$ cat src/include/smi_pkg.sv
// shared constants and carriers of the management interrupt enable block
`default_nettype none
package smi_pkg;

    localparam int NREG = 6;

    // status bank offsets, slot 0 first
    localparam logic [NREG-1:0][7:0] STS_OFF =
        {8'h15, 8'h14, 8'h13, 8'h12, 8'h11, 8'h10};
    // enable bank offsets, slot 0 first
    localparam logic [NREG-1:0][7:0] EN_OFF =
        {8'h1b, 8'h1a, 8'h19, 8'h18, 8'h17, 8'h16};

    // writable enable bits, reserved ones stay zero
    localparam logic [NREG-1:0][7:0] EN_WMASK =
        {8'hff, 8'hff, 8'hff, 8'h7f, 8'hdf, 8'h9e};
    // enable bits that gate a source into the merge
    localparam logic [NREG-1:0][7:0] EN_GATE =
        {8'hff, 8'hff, 8'hff, 8'h7f, 8'h1f, 8'h9e};
    localparam logic [7:0] EN_RST = 8'h00;

    // status bits that follow their source level
    localparam logic [NREG-1:0][7:0] STS_LEVEL =
        {8'h00, 8'h00, 8'h00, 8'h00, 8'h03, 8'h9e};
    // status bits cleared by writing a one
    localparam logic [NREG-1:0][7:0] STS_W1C =
        {8'hff, 8'hff, 8'hff, 8'hff, 8'h1c, 8'h00};
    localparam logic [NREG-1:0][7:0] STS_RST =
        {8'h00, 8'h00, 8'h00, 8'h00, 8'h00, 8'h02};

    // slot of the second enable register and its routing bits
    localparam int SLOT_B = 1;
    localparam int ROUTE_SIRQ_BIT = 6;
    localparam int ROUTE_PIN_BIT = 7;
    // sticky smbus bit of the second status register
    localparam int SMB_BIT = 2;

    localparam logic [7:0] RD_IDLE = 8'h00;

    // register port request
    typedef struct packed {
        logic [7:0] addr;
        logic [7:0] wdata;
        logic       wr;
        logic       rd;
    } reg_req_s;

    // interrupt and event sources
    typedef struct packed {
        logic [7:0] periph;  // level, bit layout of the first bank
        logic       mouse;   // level
        logic       kbd;     // level
        logic       smb;     // event pulse
        logic       ring;    // event pulse
        logic       kbc_pin; // event pulse
        logic [7:0] gp_a;    // event pulses, third bank
        logic [7:0] gp_b;    // event pulses, bit 5 is input_a
        logic [7:0] gp_c;    // event pulses, fifth bank
        logic [7:0] gp_d;    // event pulses, sixth bank
    } smi_src_s;

endpackage
`default_nettype wire

$ cat src/rtl/smi_enable_aggregator.sv
// enable masks merging interrupt and event sources into one management interrupt
`timescale 1ns/1ps
`default_nettype none

// Notes on behaviour
// - first enable gates peripheral interrupts, bits 1-4,7
// - second enable bits 0-4 gate peripheral events
// - bit 6 routes merged interrupt to serial stream
// - bit 7 drives pin, else pin floats
// - third enable gates seven general pins
// - fourth enable gates pins and tachometer input
// - fifth enable gates pins fifty to fifty-seven
// - sixth enable gates pins ten to seventeen
// - sticky event status clears on written one
// - peripheral status follows source, no write clear
module smi_enable_aggregator (
    input  wire logic              clk,
    input  wire logic              rst,
    input  wire logic              ce,
    input  wire smi_pkg::reg_req_s req,
    output logic [7:0]             rdata,
    input  wire smi_pkg::smi_src_s src,
    output logic                   merged_mgmt_irq_n,
    output logic                   mgmt_irq_pin_n,
    output logic                   mgmt_irq_pin_oe_n,
    output logic                   serial_irq_smi
);
    import smi_pkg::*;

    logic [NREG-1:0][7:0] en_q;
    logic [NREG-1:0][7:0] sts_q;
    logic [NREG-1:0][7:0] set_d;
    logic [NREG-1:0][7:0] hit_d;
    logic [7:0]           rdata_q;
    logic [7:0]           rdata_d;
    logic                 any_d;
    logic                 merged_q;
    logic                 pin_q;
    logic                 pin_oe_n_q;
    logic                 sirq_q;

    // write strobe aimed at one offset
    function automatic logic wr_hit(input reg_req_s r, input logic [7:0] off);
        return r.wr && (r.addr == off);
    endfunction

    // read strobe aimed at one offset
    function automatic logic rd_hit(input reg_req_s r, input logic [7:0] off);
        return r.rd && (r.addr == off);
    endfunction

    // one status byte: level bits copy the source, the rest are sticky
    // and a new event beats a clear that lands in the same cycle
    function automatic logic [7:0] sts_next(
        input logic [7:0] old,
        input logic [7:0] set,
        input logic [7:0] clr,
        input logic [7:0] lvl
    );
        logic [7:0] sticky;
        sticky = set | (old & ~clr);
        return (set & lvl) | (sticky & ~lvl);
    endfunction

    // gather the sources into the bank layout
    // only the five used peripheral levels reach the first bank
    always_comb
    begin
        set_d[0] = src.periph & STS_LEVEL[0];
        set_d[1] = {3'h0, src.kbc_pin, src.ring, src.smb, src.kbd, src.mouse};
        set_d[2] = src.gp_a;
        set_d[3] = src.gp_b;
        set_d[4] = src.gp_c;
        set_d[5] = src.gp_d;
    end

    // enable registers, reserved bits masked off at write time
    // so reads and the merge can never disagree about a reserved bit
    always_ff @(posedge clk or posedge rst)
    begin
        if (rst)
        begin
            for (int i = 0; i < NREG; i++)
            begin
                en_q[i] <= EN_RST;
            end
        end
        else if (ce)
        begin
            for (int i = 0; i < NREG; i++)
            begin
                if (wr_hit(req, EN_OFF[i]))
                begin
                    en_q[i] <= req.wdata & EN_WMASK[i];
                end
            end
        end
    end

    // status registers; the first bank has no write-clear mask at all
    always_ff @(posedge clk or posedge rst)
    begin
        if (rst)
        begin
            for (int i = 0; i < NREG; i++)
            begin
                sts_q[i] <= STS_RST[i];
            end
        end
        else if (ce)
        begin
            for (int i = 0; i < NREG; i++)
            begin
                sts_q[i] <= sts_next(sts_q[i], set_d[i],
                    wr_hit(req, STS_OFF[i]) ? (req.wdata & STS_W1C[i]) : 8'h00,
                    STS_LEVEL[i]);
            end
        end
    end

    // per-bank gating of status by enable
    always_comb
    begin
        hit_d[0] = sts_q[0] & en_q[0] & EN_GATE[0];
        hit_d[1] = sts_q[1] & en_q[1] & EN_GATE[1];
        hit_d[2] = sts_q[2] & en_q[2] & EN_GATE[2];
        hit_d[3] = sts_q[3] & en_q[3] & EN_GATE[3];
        hit_d[4] = sts_q[4] & en_q[4] & EN_GATE[4];
        hit_d[5] = sts_q[5] & en_q[5] & EN_GATE[5];
        any_d = |hit_d;
    end

    // read mux; unmapped offsets answer zero
    always_comb
    begin
        rdata_d = RD_IDLE;
        for (int i = 0; i < NREG; i++)
        begin
            if (rd_hit(req, STS_OFF[i]))
            begin
                rdata_d = sts_q[i];
            end
            if (rd_hit(req, EN_OFF[i]))
            begin
                rdata_d = en_q[i];
            end
        end
    end

    // read data stands only in the cycle after the strobe
    always_ff @(posedge clk or posedge rst)
    begin
        if (rst)
        begin
            rdata_q <= RD_IDLE;
        end
        else if (ce)
        begin
            rdata_q <= rdata_d;
        end
    end

    // merged interrupt, registered so the output never glitches
    always_ff @(posedge clk or posedge rst)
    begin
        if (rst)
        begin
            merged_q <= 1'b1;
        end
        else if (ce)
        begin
            merged_q <= ~any_d;
        end
    end

    // dedicated pin; left undriven when routing is off, so a
    // board pull-up decides its level whatever the buffer type
    always_ff @(posedge clk or posedge rst)
    begin
        if (rst)
        begin
            pin_q      <= 1'b1;
            pin_oe_n_q <= 1'b1;
        end
        else if (ce)
        begin
            pin_q      <= ~any_d;
            pin_oe_n_q <= ~en_q[SLOT_B][ROUTE_PIN_BIT];
        end
    end

    // request toward the serial interrupt framer, active high
    // a level, not a pulse: the framer picks its own slot in the stream
    always_ff @(posedge clk or posedge rst)
    begin
        if (rst)
        begin
            sirq_q <= 1'b0;
        end
        else if (ce)
        begin
            sirq_q <= any_d & en_q[SLOT_B][ROUTE_SIRQ_BIT];
        end
    end

    assign rdata             = rdata_q;
    assign merged_mgmt_irq_n = merged_q;
    assign mgmt_irq_pin_n    = pin_q;
    assign mgmt_irq_pin_oe_n = pin_oe_n_q;
    assign serial_irq_smi    = sirq_q;
endmodule
`default_nettype wire

$ cat config.mk
export PLATFORM = sky130hd
export DESIGN_NAME = smi_enable_aggregator
export DESIGN_NICKNAME = d
export VERILOG_FILES = /design/src/include/smi_pkg.sv /design/src/rtl/smi_enable_aggregator.sv
export SDC_FILE = /design/constraint.sdc
export NUM_CORES = 1
export LEC_CHECK = 0
export BUFFER_PORTS_ARGS = -buffer_cell sky130_fd_sc_hd__buf_2
export CORE_MARGIN = 2
export CORE_UTILIZATION = 40
export CTS_CLUSTER_DIAMETER = 30
export CTS_CLUSTER_SIZE = 12
export DETAILED_ROUTE_END_ITERATION = 8
export PLACE_DENSITY_LB_ADDON = 0.1
export SLEW_MARGIN = 0
export SYNTH_ARGS = -nofsm -noshare
export SYNTH_HDL_FRONTEND = slang
export SYNTH_SLANG_ARGS = --single-unit
$ cat constraint.sdc
create_clock -name clk -period 4.8 [get_ports clk]
set_input_delay 1.44 -clock clk [delete_from_list [all_inputs] [get_ports clk]]
set_output_delay 1.44 -clock clk [all_outputs]
set_load 0.005 [all_outputs]
==> results of run 1 <==
==> metrics by stage <==
step	setup WS [ns]	util [%]	hold slack [ns]	cell area, sq um	power (mW)
2_1_floorplan	0.8596	-	0.4093	5175	0.9694
5_1_grt	1.254	47.68	0.5162	6017	1.899
3_5_place_dp	0.9676	45.07	0.4779	5688	1.054
3_3_place_gp	1.025	45.07	0.4886	5688	1.051
6_report	1.346	47.68	0.4777	6017	1.840
4_1_cts	1.338	47.68	0.4883	6017	1.850
==> sequential cells by signal, summed over array words and instances (netlist names) <==
name and cells:
rdata 8, en_q 43, mgmt_irq_pin_n 1, mgmt_irq_pin_oe_n 1, serial_irq_smi 1, sts_q 42
==> layout make-up <==
class	count	area, sq um	share of cell area [%]
multi-input cells	354	2615	43.46
clock inverters	7	103.9	1.726
clock buffers	9	225.2	3.743
repair buffers	81	422.9	7.028
inverters	7	28.78	0.4783
flip-flops and latches	96	2406	39.99
well taps	172	215.2	3.577
==> power by group through the flow <==
stage	logic, mW	registers (mW)	clock network [mW]
floorplan	0.111	0.858	0
global placement	0.186	0.865	0
detailed placement	0.189	0.865	0
CTS	0.190	0.850	0.811
global route	0.206	0.852	0.840
finish	0.189	0.850	0.800
==> worst max-delay path: stages <==
cell and delay (ns):
buf_2 0.10, or4b_1 0.83, buf_4 0.31, nor4_4 0.53
a221o_1 0.29, a21oi_1 0.07, o32ai_1 0.13
==> path summary, 6_finish.rpt <==
check                          start                 to  slack [ns]  depth (start not counted)
hold reg to reg             en_q[15]  mgmt_irq_pin_oe_n        0.48                          1
setup / recovery             req[15]           rdata[7]        1.35                          7
setup reg to reg           sts_q[40]     serial_irq_smi        2.46                          5
hold / removal              en_q[15]  mgmt_irq_pin_oe_n        0.48                          1
max in group asynchronous        rst          sts_q[43]        2.79                          3
min in group asynchronous        rst           sts_q[8]        1.20                          2
==> kinds of logic after synthesis <==
family / count (synthesis)
buf+inv: 36
mux: 55
simple gates: 158
flops: 96
compound gates: 141
==> cells in the final DEF, fill, tap and decap left out, types with 7 or more instances in the layout <==
cell and instances:
a21oi_1 10, a221oi_1 11, a22o_1 40, a22oi_1 16, buf_2 74, buf_4 7
clkbuf_16 9, dfrtp_1 93, mux2_2 49, nand2_1 57, nand2b_1 12, nand3_1 7
nand4_1 9, nor2_1 25, nor2_4 10, o21ai_0 20, o22ai_1 10
==> metal layers <==
| layer | GRT usage, % | part of all wire, % |
|---|---|---|
| met3 | 5.717 | 6.4 |
| met2 | 39.86 | 46 |
| met5 | 0 | 0 |
| met4 | 9.036 | 2.9 |
| met1 | 36.67 | 45 |
==> run metrics, run 1 <==
status=completed; num ports=78; number of different library cells in the post-synthesis netlist=63; Net Sw Frac=between 20% and 30%; # clock sinks=96; LEAKAGE=between 2 and 3 nW; cts repair resizes=0; MaxCap Viol Count=0; mean area per synthesized cell=about 11 sq um; Seq cells post-synth=between 90 and 100; Internal=between 1 and 1.5 mW; postcts setup bufs=0; Post-Synth Simple-Gate Area=approximately 18%; Yosys top cell area share=44.97%; post-DR wirelength/cell=~25 microns; Worst EP arrival=roughly 3.7 ns; detailed placer's ending HPWL=13.00 mm; Initial Util=41.01%; Rows=approximately 40; Final Hold Violating Endpoints=0; Max clock buf depth=2; Final period util=71.96%; GRT overflow=0; most frequent cell after synthesis=dfrtp_1; via/cell ratio=approximately 6.1; worst path required time=5.05 ns; xor/xnor share of the synthesized area=0%; DRC=0; chip width=roughly 120 microns; f_max=289.5 MHz; Routed Antenna Nets=0; global-route wire length before repair=roughly 27 mm; register share of total power=approximately 46%; H-tree levels=3; Routed Wire Length=17.83 mm; Warnings, synthesis=0; PwrDens=305.7 nW/um^2; vias in the first global route=around 4400; Clock Power Share=a little over two fifths; Synth Area in Adders=0%; final count of negative-setup-slack endpoints=0; Post-Layout Cell Count=between 700 and 800; Detailed Routing Iterations Pass 1=5; CTS Hold Bufs=0; cell total after placement=710; HP Class=reg -> reg; fill cell count=about 1200; leading area contributor after synthesis=dfrtp_1; CTS Buf Count=9; Layout Nets=slightly above 600; Layout area overhead=16.27%; RSZ-0062 raised after global routing=false; Final TNS setup=0 ns; via count=~4400; Critical Setup Path Class=in -> reg; Slew Viols, Final=0; min Tclk post-route=approximately 3.5 ns; Synth top cells by count=dfrtp_1 (93), nand2_1 (57), mux2_2 (49); combinational share of power=10.3%; Psw=roughly 0.48 mW; Post-synth ARST share=between 90% and 100%; Total Die Area=13860 sq um; Final Skew=roughly 0.0052 ns; synth top area cells=dfrtp_1 (45%), mux2_2 (11%), a22o_1 (6.8%); diode count=0; worst vdd rail ir drop=approximately 0.23 mV; Main synth FF type=dfrtp_1; post-synthesis mux area share=about an eighth; TritonCTS clock tree=built; slew margin rel.=about half; root buffer cell=clkbuf_16; Worst-path clk slew=0.07 ns; cell count after synthesis=~490; Mapped Area=between 5000 and 6000 sq um; critical path fanouts, max=12; Initial DRC Count=357; Die Ht=around 120 microns; syn_nets=~550; initial antenna violation count=0; post-synthesis compound-gate area fraction=20.53%; actual slew at the worst max-slew pin=~0.75 ns; Port Buffer Count=74; number of synthesized flops with an enable pin=0; largest net degree at the start of global routing=60; Seq/Total Area, Yosys=46.49%; largest family of logic cells by synthesized area=compound AO/OA/AOI/OAI gates; GPL Wtd Cong=roughly 0.99; share of layout cells above drive strength 1=31.77%; Clock Latency Late Sink=0.36 ns; Core Box Area=12620 sq um; Setup crit end kind=flop; GRT Overall Usage=26.11%; Worst Setup Start Kind=input port
(Power assumes the default switching activity.)
==> run 2, diff against run 1 <==
- ABC_AREA: default -> 1
- clock period: 4.8 -> 3.1 ns (I/O delays scaled with it)
==> run 2 against run 1 <==
Compared with the run above:
- utilization increased by 0.13 points
- clock skew decreased by 0.00090 ns
- synthesized area is 5.9% lower
- wire length down 17%
- critical path depth did not move
- first-iteration DRC count rose by 4.8%
- total power grew 47%
- global-route usage shrank 2.1 points
- register-to-register slack worse by 0.96 ns
- non-clock buffer count rose by 1
- critical endpoint is now sts_q[16]
- largest power group unchanged
==> run metrics, run 2 <==
H-tree levels=3; diode count=0; cell total after placement=roughly 860; Synth top cells by count=nand2_1 (280), dfrtp_1 (93), o21ai_0 (84); max reg flops=43; Worst path depth=7; Worst EP arrival=around 2.6 ns; Final Skew=roughly 0.0043 ns; GRT Overall Usage=between 20% and 30%; status=completed; Total Die Area=13080 sq um; CP max-delay cell=nand4_1; CTS Hold Bufs=0; Buf+Inv Stages, Crit Path=2; leading area contributor after synthesis=dfrtp_1; DRC=0; Critical Setup Path Class=in -> reg; Mapped Area=about 5000 sq um; largest family of logic cells by synthesized area=simple AND/OR/NAND/NOR gates; critical-path cell list=buf_2, nor2_1, nand3_2, inv_1, nand4_1, o21ai_0, nand2_1; detailed placer's ending HPWL=around 11 mm; largest net degree at the start of global routing=37; Layout Nets=794; GRT overflow=0; number of different library cells in the post-synthesis netlist=30; # clock sinks=96; hold depth=1; Synth Area in Adders=0%; Post-Synth Simple-Gate Area=35.64%; syn_nets=about 720; post-synthesis compound-gate area fraction=under 10%; cts repair resizes=0; CTS Buf Count=9; Main synth FF type=dfrtp_1; GPL Wtd Cong=slightly above 0.9; cell count after synthesis=between 600 and 700; Setup crit end kind=flop; Reg2Reg Depth=6; kind of cell adding the most delay to the critical path=simple AND/OR/NAND/NOR gates; Initial Util=40.73%; Clock Latency Late Sink=around 0.35 ns; Slew Viols, Final=0; postcts setup bufs=0; Final Hold Violating Endpoints=0; RSZ-0062 raised after global routing=false; Warnings, synthesis=0; num ports=78; Post-Layout Cell Count=about 900; critical path fanouts, max=8; initial antenna violation count=0; slew margin rel.=between 50 and 60%; Port Buffer Count=between 70 and 80; actual slew at the worst max-slew pin=slightly above 0.6 ns; HP Class=reg -> reg; most frequent cell after synthesis=nand2_1; Routed Antenna Nets=0; Final TNS setup=0 ns; share of layout cells above drive strength 1=16.80%; Rows=40; min Tclk post-route=2.358 ns; MaxCap Viol Count=0; Crit path largest cell delay=approximately 0.47 ns; Initial DRC Count=374; via/cell ratio=slightly above 5; f_max=around 420 MHz; Routed Wire Length=around 15 mm; mean area per synthesized cell=about 7.5 sq um; LEAKAGE=about 2.6 nW; Final period util=roughly 76%; Core Box Area=11960 sq um; final count of negative-setup-slack endpoints=0; global-route wire length before repair=23.33 mm; via count=about 4500; root buffer cell=clkbuf_16; Detailed Routing Iterations Pass 1=5; Most flops, register=en_q; chip width=114.4 microns; Worst Setup Start Kind=input port; most frequent cells in the layout=nand2_1 (280), dfrtp_1 (93), o21ai_0 (84); Seq cells post-synth=96; vias in the first global route=between 4000 and 5000; Max clock buf depth=2; synth top area cells=dfrtp_1 (48%), nand2_1 (22%), o21ai_0 (8.6%); PwrDens=~470 nW/um^2; Post-synth ARST share=100.0%; post-synthesis mux area share=0%; xor/xnor share of the synthesized area=0%; TritonCTS clock tree=built; Layout area overhead=17.39%; Worst-path clk slew=approximately 0.06 ns; worst vdd rail ir drop=between 0.3 and 0.4 mV; Seq/Total Area, Yosys=between 40% and 50%; Die Ht=~110 microns; most common cell after layout, fill and taps aside=nand2_1; Yosys top cell area share=about 48%; worst path required time=about 3.3 ns; number of synthesized flops with an enable pin=0; post-DR wirelength/cell=roughly 17 microns
[run 2: changes by cell type after synthesis, moves of 10 or more]
cell,before,now
nand2_1,57,280
o21ai_0,20,84
mux2_2,49,0
a22o_1,40,0
inv_1,6,42
nand3_1,7,27
nand4_1,9,26
a22oi_1,16,0
nor2_1,25,39
nand2b_1,12,0
a221oi_1,11,0
o22ai_1,10,0
[run 2: final cells by class]
cell class / count / area (sq um)
multi-input cells: 491 / 2203
repair buffers: 82 / 442.9
clock buffers: 13 / 260.3
fillers: 1209 / 6242
well taps: 147 / 183.9
inverters: 48 / 183.9
clock inverters: 2 / 38.79
flip-flops and latches: 96 / 2406
[run 2: kinds of logic after synthesis]
logic type	after synthesis
flops	96
buf+inv	66
compound gates	92
simple gates	399
[run 2: path summary, 6_finish.rpt]
check / start / endpoint / slack, ns
worst max-delay path: req[15] / sts_q[16] / 0.74
worst max register to register: sts_q[31] / serial_irq_smi / 1.50
min in group asynchronous: rst / sts_q[18] / 0.65
max in group asynchronous: rst / sts_q[44] / 1.67
worst min-delay path: en_q[15] / mgmt_irq_pin_oe_n / 0.46
worst min register to register: en_q[15] / mgmt_irq_pin_oe_n / 0.46
[run 2: power breakdown]
part	total, mW	internal, mW	switching [mW]
sequential	1.31	1.29	0.0239
combinational	0.243	0.0821	0.161
clock	1.15	0.668	0.478
total	2.70	2.04	0.663
[run 2: routing by layer]
layer | GRT usage (%) | vias to the layer above | routed length, microns
met1 | 35.31 | 2060 | 6949
met5 | 0 | - | 0
met3 | 3.388 | 25 | 1053
met4 | 10.57 | 0 | 389
met2 | 35.20 | 166 | 6351
li1 | - | 2261 | -
[run 2: metrics by stage]
stage	power, mW	utilization (%)	hold WS, ns	worst slack, ns	cell area, sq um
after global routing	2.799	47.81	0.4948	0.6629	5719
after detailed placement	1.580	45.31	0.4567	0.4715	5420
after global placement	1.576	45.31	0.4539	0.5055	5420
final	2.701	47.81	0.4579	0.7416	5719
after floorplan	1.463	-	0.4278	1.039	4876
after CTS	2.718	47.81	0.4651	0.8435	5719
